**src/rtl/tmr2_pkg.sv**
```systemverilog
// Purpose: Shared constants and types for the 16-bit capture/reload timer.
// Assumes: Byte-wide registers reached over a plain strobe port.
// Notes: Register offsets are byte addresses on the register port.
`default_nettype none

package tmr2_pkg;

	// ==========================================================
	// Register map
	localparam logic [7:0] TMR2_ADDR_CONTROL = 8'hc8;
	localparam logic [7:0] TMR2_ADDR_CR_LOW = 8'hca;
	localparam logic [7:0] TMR2_ADDR_CR_HIGH = 8'hcb;
	localparam logic [7:0] TMR2_ADDR_CNT_LOW = 8'hcc;
	localparam logic [7:0] TMR2_ADDR_CNT_HIGH = 8'hcd;

	// ==========================================================
	// Control register fields and reset values
	localparam int TMR2_BIT_OVF = 7;
	localparam int TMR2_BIT_EXF = 6;
	localparam int TMR2_BIT_RCLK = 5;
	localparam int TMR2_BIT_TRANSMIT_CLOCK_SELECT = 4;
	localparam int TMR2_BIT_TRIG_EN = 3;
	localparam int TMR2_BIT_RUN = 2;
	localparam int TMR2_BIT_CT_SEL = 1;
	localparam int TMR2_BIT_CR_SEL = 0;
	localparam logic [7:0] TMR2_CONTROL_RST = 8'h00;
	localparam logic [7:0] TMR2_BYTE_RST = 8'h00;
	localparam logic [7:0] TMR2_UNMAPPED_READ = 8'h00;

	// ==========================================================
	// Timing: timer mode counts once every two system clocks
	localparam int TMR2_TICK_DIV = 2;
	localparam int TMR2_CNT_W = 16;
	localparam logic [15:0] TMR2_CNT_ALL_ONES = 16'hffff;

	// Register port request bundle.
	typedef struct packed {
		logic [7:0] addr;
		logic [7:0] wdata;
		logic wr;
		logic rd;
	} tmr2_req_type;

	// Serial baud clock outputs.
	typedef struct packed {
		logic rx_clk;
		logic tx_clk;
	} tmr2_baud_type;

endpackage

`default_nettype wire

```
**src/rtl/tmr2_timer.sv**
```systemverilog
// Purpose: 16-bit up timer/counter with capture or auto-reload and baud clock output.
// Assumes: Pins and register port are synchronous to clk.
// Notes: Register reads return data one cycle after the read strobe.
//
// How it works
// - Overflow sets flag unless baud select set
// - Trigger capture/reload sets external-edge flag
// - Receive select routes overflow to receive clock
// - Transmit select routes overflow to transmit clock
// - Trigger edges act only when enabled, not baud
// - Timer mode counts every two clocks
// - Counter mode counts count-pin falling edges
// - Reload mode reloads on overflow and trigger
// - Capture mode copies count on trigger
// - Baud use forces reload, ignores capture select
// - Capture/reload bytes readable, writable, reset zero
// - Count bytes readable, writable, reset zero
`default_nettype none

module tmr2_timer
	import tmr2_pkg::*;
#(
	parameter int CNT_W = TMR2_CNT_W,
	parameter int TICK_DIV = TMR2_TICK_DIV
) (
	// Clock and reset
	input wire logic clk,
	input wire logic arst_n,
	// Register port
	input wire tmr2_req_type req,
	output logic [7:0] rdata,
	// External pins
	input wire logic count_input_pin,
	input wire logic trigger_pin,
	// Serial port clocks, one-cycle pulses
	input wire logic other_timer_ovf,
	output tmr2_baud_type baud
);

	// ==========================================================
	// State
	logic overflow_flag_reg;
	logic external_edge_flag_reg;
	logic receive_clock_select_reg;
	logic transmit_clock_select_reg;
	logic trigger_enable_reg;
	logic run_control_reg;
	logic counter_timer_select_reg;
	logic capture_reload_select_reg;
	logic [CNT_W-1:0] count_reg;
	logic [CNT_W-1:0] count_next;
	logic [CNT_W-1:0] capture_reload_reg;
	logic [7:0] rdata_reg;
	logic baud_rx_reg;
	logic baud_tx_reg;

	// ==========================================================
	// Event sources
	logic tick;
	logic count_fall;
	logic trig_fall;

	tmr2_prescale #(.DIV(TICK_DIV)) u_prescale (
		.clk(clk),
		.arst_n(arst_n),
		.tick(tick)
	);

	tmr2_fall_det u_count_edge (
		.clk(clk),
		.arst_n(arst_n),
		.pin(count_input_pin),
		.fall(count_fall)
	);

	tmr2_fall_det u_trig_edge (
		.clk(clk),
		.arst_n(arst_n),
		.pin(trigger_pin),
		.fall(trig_fall)
	);

	// ==========================================================
	// Counting decisions
	logic baud_mode;
	logic inc;
	logic ovf;
	logic trig_act;
	logic do_reload;
	logic do_capture;
	logic wr_ctl;
	logic wr_cnt_lo;
	logic wr_cnt_hi;
	logic wr_cr_lo;
	logic wr_cr_hi;

	assign baud_mode = receive_clock_select_reg | transmit_clock_select_reg;
	assign inc = run_control_reg
		& (counter_timer_select_reg ? count_fall : tick);
	assign ovf = inc & (count_reg == {CNT_W{1'b1}});
	assign trig_act = trig_fall & trigger_enable_reg & ~baud_mode;
	// In baud use the capture select is ignored and overflow always reloads.
	assign do_reload = ovf & (baud_mode | ~capture_reload_select_reg)
		| trig_act & ~capture_reload_select_reg;
	assign do_capture = trig_act & capture_reload_select_reg;

	assign wr_ctl = req.wr & (req.addr == TMR2_ADDR_CONTROL);
	assign wr_cnt_lo = req.wr & (req.addr == TMR2_ADDR_CNT_LOW);
	assign wr_cnt_hi = req.wr & (req.addr == TMR2_ADDR_CNT_HIGH);
	assign wr_cr_lo = req.wr & (req.addr == TMR2_ADDR_CR_LOW);
	assign wr_cr_hi = req.wr & (req.addr == TMR2_ADDR_CR_HIGH);

	// ==========================================================
	// Counter
	always_comb begin
		count_next = count_reg;
		if (do_reload) begin
			count_next = capture_reload_reg;
		end else if (inc) begin
			count_next = count_reg + CNT_W'(1);
		end
		// Software writes win over counting so a written value is never lost.
		if (wr_cnt_lo) begin
			count_next[7:0] = req.wdata;
		end
		if (wr_cnt_hi) begin
			count_next[CNT_W-1:8] = req.wdata[CNT_W-9:0];
		end
	end

	always_ff @(posedge clk or negedge arst_n) begin
		if (!arst_n) begin
			count_reg <= '0;
		end else begin
			count_reg <= count_next;
		end
	end

	// ==========================================================
	// Capture/reload data
	always_ff @(posedge clk or negedge arst_n) begin
		if (!arst_n) begin
			capture_reload_reg <= '0;
		end else if (do_capture) begin
			capture_reload_reg <= count_reg;
		end else begin
			if (wr_cr_lo) begin
				capture_reload_reg[7:0] <= req.wdata;
			end
			if (wr_cr_hi) begin
				capture_reload_reg[CNT_W-1:8] <= req.wdata[CNT_W-9:0];
			end
		end
	end

	// ==========================================================
	// Control register
	always_ff @(posedge clk or negedge arst_n) begin
		if (!arst_n) begin
			receive_clock_select_reg <= TMR2_CONTROL_RST[TMR2_BIT_RCLK];
			transmit_clock_select_reg <= TMR2_CONTROL_RST[TMR2_BIT_TRANSMIT_CLOCK_SELECT];
			trigger_enable_reg <= TMR2_CONTROL_RST[TMR2_BIT_TRIG_EN];
			run_control_reg <= TMR2_CONTROL_RST[TMR2_BIT_RUN];
			counter_timer_select_reg <= TMR2_CONTROL_RST[TMR2_BIT_CT_SEL];
			capture_reload_select_reg <= TMR2_CONTROL_RST[TMR2_BIT_CR_SEL];
		end else if (wr_ctl) begin
			receive_clock_select_reg <= req.wdata[TMR2_BIT_RCLK];
			transmit_clock_select_reg <= req.wdata[TMR2_BIT_TRANSMIT_CLOCK_SELECT];
			trigger_enable_reg <= req.wdata[TMR2_BIT_TRIG_EN];
			run_control_reg <= req.wdata[TMR2_BIT_RUN];
			counter_timer_select_reg <= req.wdata[TMR2_BIT_CT_SEL];
			capture_reload_select_reg <= req.wdata[TMR2_BIT_CR_SEL];
		end
	end

	// A hardware set in the same cycle as a software write of zero wins.
	always_ff @(posedge clk or negedge arst_n) begin
		if (!arst_n) begin
			overflow_flag_reg <= TMR2_CONTROL_RST[TMR2_BIT_OVF];
		end else if (ovf & ~baud_mode) begin
			overflow_flag_reg <= 1'b1;
		end else if (wr_ctl) begin
			overflow_flag_reg <= req.wdata[TMR2_BIT_OVF];
		end
	end

	always_ff @(posedge clk or negedge arst_n) begin
		if (!arst_n) begin
			external_edge_flag_reg <= TMR2_CONTROL_RST[TMR2_BIT_EXF];
		end else if (trig_act) begin
			external_edge_flag_reg <= 1'b1;
		end else if (wr_ctl) begin
			external_edge_flag_reg <= req.wdata[TMR2_BIT_EXF];
		end
	end

	// ==========================================================
	// Serial baud clocks, registered one-cycle pulses
	always_ff @(posedge clk or negedge arst_n) begin
		if (!arst_n) begin
			baud_rx_reg <= 1'b0;
			baud_tx_reg <= 1'b0;
		end else begin
			baud_rx_reg <= receive_clock_select_reg ? ovf : other_timer_ovf;
			baud_tx_reg <= transmit_clock_select_reg ? ovf : other_timer_ovf;
		end
	end

	assign baud.rx_clk = baud_rx_reg;
	assign baud.tx_clk = baud_tx_reg;

	// ==========================================================
	// Read port
	logic [7:0] control_view;

	always_comb begin
		control_view = TMR2_CONTROL_RST;
		control_view[TMR2_BIT_OVF] = overflow_flag_reg;
		control_view[TMR2_BIT_EXF] = external_edge_flag_reg;
		control_view[TMR2_BIT_RCLK] = receive_clock_select_reg;
		control_view[TMR2_BIT_TRANSMIT_CLOCK_SELECT] = transmit_clock_select_reg;
		control_view[TMR2_BIT_TRIG_EN] = trigger_enable_reg;
		control_view[TMR2_BIT_RUN] = run_control_reg;
		control_view[TMR2_BIT_CT_SEL] = counter_timer_select_reg;
		control_view[TMR2_BIT_CR_SEL] = capture_reload_select_reg;
	end

	// Read data stand only in the cycle after the strobe, zero otherwise.
	always_ff @(posedge clk or negedge arst_n) begin
		if (!arst_n) begin
			rdata_reg <= TMR2_UNMAPPED_READ;
		end else if (req.rd) begin
			case (req.addr)
				TMR2_ADDR_CONTROL: rdata_reg <= control_view;
				TMR2_ADDR_CR_LOW: rdata_reg <= capture_reload_reg[7:0];
				TMR2_ADDR_CR_HIGH: rdata_reg <= capture_reload_reg[CNT_W-1:8];
				TMR2_ADDR_CNT_LOW: rdata_reg <= count_reg[7:0];
				TMR2_ADDR_CNT_HIGH: rdata_reg <= count_reg[CNT_W-1:8];
				default: rdata_reg <= TMR2_UNMAPPED_READ;
			endcase
		end else begin
			rdata_reg <= TMR2_UNMAPPED_READ;
		end
	end

	assign rdata = rdata_reg;

endmodule // tmr2_timer

`default_nettype wire

```
**src/rtl/tmr2_fall_det.sv**
```systemverilog
// Purpose: Falling edge detector for a pin taken as synchronous input.
// Assumes: The pin is already synchronous to clk.
// Notes: Pulse lasts one cycle, one cycle after the edge.
`default_nettype none

module tmr2_fall_det
	import tmr2_pkg::*;
(
	// Clock and reset
	input wire logic clk,
	input wire logic arst_n,
	// Pin and event
	input wire logic pin,
	output logic fall
);

	logic prev_reg;
	logic fall_reg;

	// Reset to high so a pin held low from reset is seen as an edge on the first clock.
	always_ff @(posedge clk or negedge arst_n) begin
		if (!arst_n) begin
			prev_reg <= 1'b1;
			fall_reg <= 1'b0;
		end else begin
			prev_reg <= pin;
			fall_reg <= prev_reg & ~pin;
		end
	end

	assign fall = fall_reg;

endmodule // tmr2_fall_det

`default_nettype wire

```
**src/rtl/tmr2_prescale.sv**
```systemverilog
// Purpose: Tick generator dividing the system clock for timer mode.
// Assumes: DIV is at least 1.
// Notes: Free-running so the tick phase does not depend on control writes.
`default_nettype none

module tmr2_prescale
	import tmr2_pkg::*;
#(
	parameter int DIV = TMR2_TICK_DIV
) (
	// Clock and reset
	input wire logic clk,
	input wire logic arst_n,
	// Tick out
	output logic tick
);

	localparam int W = (DIV > 1) ? $clog2(DIV) : 1;
	localparam logic [W-1:0] LAST = W'(DIV - 1);
	logic [W-1:0] cnt_reg;

	always_ff @(posedge clk or negedge arst_n) begin
		if (!arst_n) begin
			cnt_reg <= '0;
		end else if (cnt_reg == LAST) begin
			cnt_reg <= '0;
		end else begin
			cnt_reg <= cnt_reg + W'(1);
		end
	end

	assign tick = (cnt_reg == LAST);

endmodule // tmr2_prescale

`default_nettype wire

```
**config.mk**
```make
export PLATFORM = sky130hd
export DESIGN_NAME = tmr2_timer
export DESIGN_NICKNAME = d
export VERILOG_FILES = /design/src/rtl/tmr2_pkg.sv /design/src/rtl/tmr2_timer.sv /design/src/rtl/tmr2_fall_det.sv /design/src/rtl/tmr2_prescale.sv
export SDC_FILE = /design/constraint.sdc
export NUM_CORES = 1
export LEC_CHECK = 0
export ABC_AREA = 1
export BUFFER_PORTS_ARGS = -buffer_cell sky130_fd_sc_hd__buf_2
export CORE_UTILIZATION = 35
export DETAILED_ROUTE_END_ITERATION = 10
export HOLD_SLACK_MARGIN = 0.06
export PLACE_DENSITY = 0.52
export SLEW_MARGIN = 0
export SYNTH_ARGS = -nofsm -noshare
export SYNTH_HDL_FRONTEND = slang
export SYNTH_HIERARCHICAL = 1
export SYNTH_SLANG_ARGS = --single-unit
```
**constraint.sdc**
```tcl
create_clock -name clk -period 3.7 [get_ports clk]
set_clock_uncertainty 0.2 [all_clocks]
set_input_delay 0.74 -clock clk [delete_from_list [all_inputs] [get_ports clk]]
set_output_delay 0.74 -clock clk [all_outputs]
set_load 0.02 [all_outputs]
```
Yosys cells after proc, flatten, opt, wreduce, memory -nomap -nowiden --
Cells that the tools add are included.
Storage, ports and cells: register bits 55, bits in latches 0, bits in writable memories 0, bits in read-only memories 0, output and inout bits 10, logic and storage cells 73, memories kept 0
Cells by class: add/sub/neg operators 2, multipliers 0, div/mod/pow operators 0, order comparisons 0, eq/ne operators 6, shift-type cells 0, muxes and demuxes 17, bitwise gates (word level) 22, reductions and logical operators 6
Operators by type and width (number):
- two-way mux 16 bit | 3
- == test 8 bit, second input constant | 5
- two-way mux 8 bit | 5
- case mux 8 bit (5 select lines) | 1
- adder 16 x 1 -> 16 bit, second input constant | 1
- == test 16 bit, second input constant | 1
- bitwise AND 1 bit | 15
- two-way mux 1 bit | 8
- nonzero test 2 bit | 4
- nonzero test 3 bit | 2
- NOT 1 bit | 4
- OR 1 bit | 3
- adder 1 bit, second input constant | 1

Depth between registers and ports, before layout --
Gate-level depths: netlist (run 1).
word-level depth 7, depth in mapped cells 12, depth with buffers taken out 11

Modules after synthesis --
The synthesis (run 1) kept the hierarchy.
By module, submodules not included:
- tmr2_timer | instances 1, cells each 457, area an instance 3136.8 um^2, seq. area each 1251.2 um^2
- tmr2_fall_det | instances 2, cells each 4, area an instance 61.3 um^2, seq. area each 51.3 um^2
- tmr2_prescale | instances 1, cells each 2, area an instance 28.8 um^2, seq. area each 25.0 um^2

Least setup slack after synthesis (run 1) --
Ideal clock, no wire load.
path type input to register, from input req[15] in the netlist's numbering, to register capture_reload_reg[11], setup time 0.144 ns, arrival time 1.787 ns, data required time 3.356 ns, setup slack 1.569 ns, stages on the path 9, buffers on the path 1, cells stage by stage nor2_1 nand3_1 inv_1 buf_2 nand3_1 nand2_1 inv_2 nand2_1 o221ai_1
On the way: word-level cells in the longest chain between the ends 3
Ends and longest elaborated chain:
- from (decl) | line tmr2_timer.sv:30 | input wire tmr2_req_type req,
- == test 8 bit | line tmr2_timer.sv:111 | assign wr_cr_hi = req.wr & (req.addr == TMR2_ADDR_CR_HIGH);
- bitwise AND 1 bit | line tmr2_timer.sv:111
- nonzero test 2 bit (no source line)
- to (signal assigned) | line tmr2_timer.sv:145 | capture_reload_reg <= count_reg;
- to (signal, indexed assignment) | line tmr2_timer.sv:151 | capture_reload_reg[CNT_W-1:8] <= req.wdata[CNT_W-9:0];
- to (decl) | line tmr2_timer.sv:52 | logic [CNT_W-1:0] capture_reload_reg;
Every way passes these cells. A chain may end at the register's enable or synchronous reset.

Final worst setup path (run 1) --
from register receive_clock_select_reg, to register capture_reload_reg[7]
On the way: word-level cells in the longest chain between the ends 5, elaborated cells between the ends (all ways) 6
Ends and longest elaborated chain:
- from (decl) | line tmr2_timer.sv:44 | logic receive_clock_select_reg;
- from (signal assigned) | line tmr2_timer.sv:160 | receive_clock_select_reg <= TMR2_CONTROL_RST[TMR2_BIT_RCLK];
- from (signal assigned) | line tmr2_timer.sv:167 | receive_clock_select_reg <= req.wdata[TMR2_BIT_RCLK];
- OR 1 bit (*) | line tmr2_timer.sv:97 | assign baud_mode = receive_clock_select_reg | transmit_clock_select_reg;
- NOT 1 bit (*) | line tmr2_timer.sv:101 | assign trig_act = trig_fall & trigger_enable_reg & ~baud_mode;
- bitwise AND 1 bit (*) | line tmr2_timer.sv:101
- bitwise AND 1 bit (*) | line tmr2_timer.sv:105 | assign do_capture = trig_act & capture_reload_select_reg;
- two-way mux 16 bit / nonzero test 2 bit (equally long branches)
- to (signal assigned) | line tmr2_timer.sv:145
- to (signal assigned) | line tmr2_timer.sv:148 | capture_reload_reg[7:0] <= req.wdata;
- to (signal, indexed assignment) | line tmr2_timer.sv:151
Every way passes the cells marked *; elsewhere a longest branch is shown, timed or not.

==> summary.md, run 1 <==
| Metric | Value |
|---|---|
| Async SR Flop Fraction | 100% |
| Slew Viols, Final | 0 |
| FF/Latch Area | 1380 um^2 |
| Pin count of the biggest net entering global routing | 37 |
| Final Cycle Share | 72.7% |
| Reg-to-Reg Start | receive_clock_select_reg |
| Final net count | 522 |
| Total number of yosys warnings | 6 |
| Pwr Density | 396 nW/um^2 |
| Crit path DAT | 2.67 ns |
| CTS Buf Count | 5 |
| Area grow syn2layout | 10.9% |
| Top-area cell type share of the netlist area | 40.3% |
| Clk buf depth | 2 |
| Min Hold Slack | 0.227 ns |
| Root Buffer | clkbuf_8 |
| CTS tree | built |
| # H-tree levels | 2 |
| Area contributors post-synth | dfrtp_1 40%, nand2_1 19%, nand3_1 9.0% |
| Initial core utilization | 35.9% |
| Total track usage | 23.1% |
| Grt total ovfl | 0 |
| Combinational share of power | 20.8% |
| Core Area | 9150 um^2 |
| Max Cap Viol | 0 |
| Port Buf Inserts | 32 |
| Most frequent cell after synthesis | nand2_1 |
| Peak Freq | 0.372 GHz |
| Layout cell share with drive strength beyond 1 | 12.0% |
| Worst-Margin Slew | 0.871 ns |
| Clock share of power | 26.4% |
| FP Rows | 35 |
| Hold Path Class | flip-flop to flip-flop |
| Post-CTS setup buffer count | 0 |
| DRT Wirelength | 10600 um |
| Cell count after synthesis | 467 |
| Flops & latches, synth | 55 |
| FF-to-FF setup slack | 1.01 ns |
| Initial antenna violation count | 0 |
| Die area | 9790 um^2 |
| WL per Instance | 17.4 um |
| Iteration-0 DRC Markers | 217 |
| Most frequent cells after synthesis | 165 x nand2_1, 59 x nand3_1, 53 x dfrtp_1, 51 x inv_1, 42 x nor2_1 |
| Vias in the first global route | 3196 |
| Sequential area share after synthesis | 41.9% |
| Reg power frac | 52.8% |
| First drt pass iteration count | 7 |
| Crit Path Class | flip-flop to flip-flop |
| Global-route wire length before repair | 17300 um |
| Worst Setup Start Kind | flip-flop |
| Clock sinks | 55 |
| Syn_nets | 491 |
| Die Wd | 98.9 um |
| Final setup viols | 0 |
| Remaining DRCs | 0 |
| Reg-to-reg endpoint | capture_reload_reg[7] |
| Tot Pwr | 1.44 mW |
| Number of synthesized flops with an enable pin | 0 |
| Hold Fails Final Rpt | 0 |
| CP startpoint | receive_clock_select_reg |
| Syn Area/Cell | 7.04 um^2 |
| Primary FF master, synth | dfrtp_1 |
| Clock-pin slew on the worst setup and hold paths | 0.11 ns |
| RSZ-0062 raised after global routing | false |
| Routability cong. | 0.857 |
| Leak pwr | 1.89 nW |
| CP required | 3.68 ns |
| Post-CTS Resized | 0 |
| Netlist cell types | 28 |
| Fin Setup TNS | 0 ns |
| Synthesized area | 3290 um^2 |
| Vias | 3273 |
| Status | completed |
| HPWL after DPL | 7890 um |
| Ant diodes | 0 |
| Final min period | 2.69 ns |
| Die H | 98.9 um |
| Internal | 937 uW |
| Worst-Skew Late Latency | 0.32 ns |
| Yosys top cell by area | dfrtp_1 |
| Area occupied by multi-input gates | 1640 um^2 |
| Crit path to | capture_reload_reg[7] |
| Peak VDD IR | 0.170 mV |
| CP endpoint kind | flip-flop |
| Switching Share | 35.1% |
| Number of vias per cell | 5.37 |
| # hold bufs at CTS | 0 |
| I/O pins | 33 |
| Fillers | 964 |
| Post-DRT Antenna Nets | 0 |
| CP Max Fanout | 22 |
| Switching pwr | 506 uW |
| Max_slew headroom | 42.0% |
| R2R cell count | 8 |
worst max-delay path: stages (launching register included):
cell      delay [ns]
dfrtp_1         0.43
nor2_1          0.23
nand2_1         0.16
nor2_1          0.43
inv_1           0.49
nand2_1         0.18
inv_1           0.18
nand2_1         0.12
o221ai_1        0.11
cells by family (layout without fill, tap and decap cells):
family | count (synthesis) | count (layout) | synth area share, %
and+or+nand+nor | 291 | 291 | 38.2
buffers and inverters | 65 | 97 | 8.07
DFF | 55 | 55 | 41.9
AOI/OAI and AO/OA | 47 | 47 | 9.17
xor gates and xnor gates | 7 | 7 | 1.86
adders and majority gates | 1 | 1 | 0.380
muxes | 1 | 1 | 0.342
layout by cell type, fill, tap and decap left out, types with 2 or more instances in the layout:
cell type	synthesis	final
nand2_1	165	165
buf_4	3	3
o22ai_1	6	6
xor2_1	7	7
nor2_1	42	42
o211ai_1	4	4
inv_2	3	3
nand3_1	59	59
nor2_2	3	3
buf_2	2	32
o21ai_0	12	12
o221ai_1	13	13
a21oi_1	12	12
clkbuf_8	0	6
dfrtp_1	53	53
nand2_2	3	3
inv_1	51	51
nor3_1	6	6
nor2_4	2	2
dfstp_2	2	2
inv_6	0	2
nand4_1	8	8
routing by layer:
metal	vias to the layer above	global-route usage, %	part of all wire [%]
met3	19	3.19	6.1
met5	-	0	0
met1	1561	31.7	46
met2	111	37.6	46
li1	1582	-	-
met4	0	7.69	2.1
final cells by class:
cell class | instances | area share, %
repair buffers | 35 | 5.01
clock buffers | 6 | 2.26
well taps | 111 | 3.81
clock inverters | 2 | 0.480
multi-input cells | 347 | 45.1
inverters | 54 | 5.56
flip-flops and latches | 55 | 37.8
through the flow:
| stage | setup slack [ns] | cell area (um^2) | utilization, % | std cells |
|---|---|---|---|---|
| global route | 0.837 | 3650 | 39.8 | 610 |
| finish | 1.01 | 3650 | 39.8 | 610 |
| detailed placement | 0.922 | 3550 | 38.8 | 602 |
| CTS | 1.13 | 3650 | 39.8 | 610 |
| floorplan | 1.57 | 3290 | - | 467 |
| global placement | 0.878 | 3550 | 38.8 | 602 |
power by group through the flow:
| stage | logic [mW] | registers, mW | clock network, mW |
|---|---|---|---|
| CTS | 0.301 | 0.758 | 0.393 |
| finish | 0.301 | 0.762 | 0.381 |
| floorplan | 0.225 | 0.732 | 0 |
| global placement | 0.297 | 0.769 | 0 |
| detailed placement | 0.299 | 0.770 | 0 |
| global route | 0.342 | 0.773 | 0.415 |
worst min path at each step:
stage                          startpoint               to  slack (ns)  cells after the start
after floorplan           u_prescale/tick  u_prescale/tick        0.19                      1
after global placement    u_prescale/tick  u_prescale/tick        0.21                      1
after detailed placement  u_prescale/tick  u_prescale/tick        0.21                      1
after CTS                 u_prescale/tick  u_prescale/tick        0.23                      1
after global routing      u_prescale/tick  u_prescale/tick        0.24                      1
final                     u_prescale/tick  u_prescale/tick        0.23                      1
(Power assumes the default switching activity.)
==> run 2, diff against run 1 <==
--- a/config.mk
+++ b/config.mk
@@ -10,7 +10,7 @@
 export CORE_UTILIZATION = 35
 export DETAILED_ROUTE_END_ITERATION = 10
 export HOLD_SLACK_MARGIN = 0.06
-export PLACE_DENSITY = 0.52
+export PLACE_DENSITY = 0.54
 export SLEW_MARGIN = 0
 export SYNTH_ARGS = -nofsm -noshare
 export SYNTH_HDL_FRONTEND = slang
==> constraint.sdc (replaced) <==
create_clock -name clk -period 2.2 [get_ports clk]
set_clock_uncertainty 0.2 [all_clocks]
set_input_delay 0.44 -clock clk [delete_from_list [all_inputs] [get_ports clk]]
set_output_delay 0.44 -clock clk [all_outputs]
set_load 0.02 [all_outputs]
==> run 2 against run 1 <==
Net effect:
- final cell count is 3.9% higher
- design area is 6.0% higher
- die area stayed put
- non-clock buffer count is 24 higher
- global-route usage is 1.1 points higher
- clock power is 65% higher
- sequential power is 65% higher
- critical path depth is 3 higher
- total power is 74% higher
- via count is 4.9% higher
- first-iteration DRC count is 23% higher
- critical path type unchanged
==> summary.md, run 2 (synthesis gave the netlist of run 1 again) <==
| Metric | Value |
|---|---|
| HPWL after DPL | 8530 um (+8.1%) |
| Design Area, Final | 3860 um^2 (+6.0%) |
| Worst-Skew Late Latency | 0.33 ns (about the same) |
| Global-route wire length before repair | 17700 um (+2.5%) |
| Final net count | 546 (+4.6%) |
| Vias | 3435 (+4.9%) |
| FF-to-FF setup slack | 0.09 ns (-0.92 ns) |
| DRT Wirelength | 11400 um (+7.3%) |
| Final min period | 2.11 ns (-0.583 ns) |
| Peak VDD IR | 0.328 mV (+93%) |
| Max Cap Viol | 0 (unchanged) |
| Die area | 9790 um^2 (unchanged) |
| CP endpoint kind | flip-flop |
| CTS tree | built |
| WP buf/inv | 2 (unchanged) |
| Slew Viols, Final | 0 (unchanged) |
| Post-DRT Antenna Nets | 0 (unchanged) |
| Initial core utilization | 35.9% (unchanged) |
| Layout cell share with drive strength beyond 1 | 16.1% (+4.0 points) |
| First drt pass iteration count | 5 (-2) |
| CTS Buf Count | 5 (unchanged) |
| Initial antenna violation count | 0 (unchanged) |
| Hold Path Class | input pin to flip-flop |
| Iteration-0 DRC Markers | 267 (+23%) |
| Commonest non-fill, non-tap cell in the layout | nand2_1 |
| Core Area | 9150 um^2 (unchanged) |
| Final setup viols | 0 (unchanged) |
| Crit path DAT | 2.12 ns (-0.55 ns) |
| DP Area | 3690 um^2 (+4.0%) |
| Ant diodes | 0 (unchanged) |
| Pwr Density | 650 nW/um^2 (+64%) |
| Hold Crit Start | other_timer_ovf |
| CP most frequent cell | nor2_4 |
| Clk buf depth | 2 (unchanged) |
| Largest stage delay on the critical path | 0.42 ns (-0.07 ns) |
| Number of vias per cell | 5.42 (+0.98%) |
| # H-tree levels | 2 (unchanged) |
| Fin Setup TNS | 0 ns (unchanged) |
| FP Rows | 35 (unchanged) |
| Root Buffer | clkbuf_8 |
| Commonest non-fill, non-tap cells in the layout | 165 x nand2_1, 58 x nand3_1, 53 x dfrtp_1 |
| Remaining DRCs | 0 (unchanged) |
| Pin count of the biggest net entering global routing | 56 (+51%) |
| Final Cycle Share | 95.8% (+23 points) |
| Clock-pin slew on the worst setup and hold paths | 0.11 ns (about the same) |
| Vias in the first global route | 3196 (unchanged) |
| Reg-to-Reg Start | count_reg[0] |
| Top Family by Delay on Critical Path | simple AND/OR/NAND/NOR gates |
| Leak pwr | 2.01 nW (+6.2%) |
| Reg-to-reg endpoint | count_reg[7] |
| FF/Latch Area | 1380 um^2 (unchanged) |
| Grt total ovfl | 0 (unchanged) |
| Die H | 98.9 um (unchanged) |
| Max_slew headroom | 69.9% (+28 points) |
| Hold Fails Final Rpt | 0 (unchanged) |
| Fillers | 990 (+2.7%) |
| Slowest cell on crit path | dfrtp_1 |
| Peak Freq | 0.474 GHz (+28%) |
| Total track usage | 24.2% (+1.1 points) |
| Area occupied by multi-input gates | 1670 um^2 (+1.3%) |
| R2R cell count | 11 (+3) |
| Worst Setup Start Kind | flip-flop |
| Status | completed |
| Min Hold Slack | 0.161 ns (-0.0662 ns) |
| Crit Path Class | flip-flop to flip-flop |
| CP Max Fanout | 8 (-64%) |
| Worst-path cell chain | ha_2, inv_1, nor2_4, nand2_2, nor2_4, nand3_4, nand3_2, nor2_1, buf_4, nand2_1, nand3_1 |
| Hold Path Stages | 3 (+2) |
| I/O pins | 33 (unchanged) |
| Port Buf Inserts | 32 (unchanged) |
| Area grow syn2layout | 17.5% |
| WL per Instance | 17.9 um (+3.2%) |
| Worst-Margin Slew | 0.449 ns (-0.421 ns) |
| Routability cong. | 0.937 (+9.3%) |
| CP required | 2.22 ns (-1.46 ns) |
| Die Wd | 98.9 um (unchanged) |
| WHS Endpoint | baud_tx_reg |
| Clock sinks | 55 (unchanged) |
[run 2: cell types whose count changed in the layout (fill, tap and decap cells not counted), sizes merged]
cell         change
dlygate4sd3      +3
clkinv           +1
clkbuf           -1
buf             +21
clkinvlp         +1
inv              -1
[run 2: tightest hold or removal path: stages]
cell and delay (ns):
buf_2 0.11, nor2_1 0.08, a21oi_1 0.04
[run 2: what timing repair did]
item                                    CTS  global route
endpoints found under the setup margin    0            16
resized for setup                         0             5
buffers inserted                          0             4
endpoints found under the hold margin    55             0
hold buffers                              3             0
[run 2: how the worst max path moves through the flow]
stage               depth (start not counted)            end         start  slack [ns]
floorplan                                  11  count_reg[12]  count_reg[1]        0.32
global placement                           11   count_reg[4]  count_reg[0]        0.05
detailed placement                         11   count_reg[0]  count_reg[0]        0.03
CTS                                        11   count_reg[7]  count_reg[0]       0.002
global route                               11   count_reg[1]  count_reg[0]      -0.009
finish                                     11   count_reg[7]  count_reg[0]        0.09
[run 2: layout make-up]
type / instances / area share, %
clock buffer: 5 / 1.78
clock inverter: 3 / 0.712
inverter: 54 / 5.24
multi-input combinational: 347 / 43.1
sequential: 55 / 35.7
tap: 111 / 3.59
timing repair buffer: 59 / 9.91
[run 2: metal layers]
layer	vias up	GRT usage (%)	wire length (um)
li1	1633	-	-
met3	22	3.40	556
met5	-	0	0
met1	1658	33.0	5240
met2	122	39.3	5250
met4	0	8.73	316
[run 2: power by group]
| group | leakage, nW | switching, mW | total [mW] | internal (mW) |
|---|---|---|---|---|
| clock network | 0.0463 | 0.394 | 0.630 | 0.235 |
| registers | 0.642 | 0.135 | 1.26 | 1.12 |
| logic | 1.32 | 0.388 | 0.625 | 0.237 |
[run 2: through the flow]
stage / power, mW / setup WS [ns] / util, % / std cells
after floorplan: 1.61 / 0.322 / - / 467
after global placement: 1.87 / 0.0499 / 40.3 / 619
after detailed placement: 1.88 / 0.0298 / 40.3 / 619
after CTS: 2.50 / 0.00180 / 41.7 / 630
after global routing: 2.65 / -0.00850 / 42.2 / 634
final: 2.51 / 0.0920 / 42.2 / 634
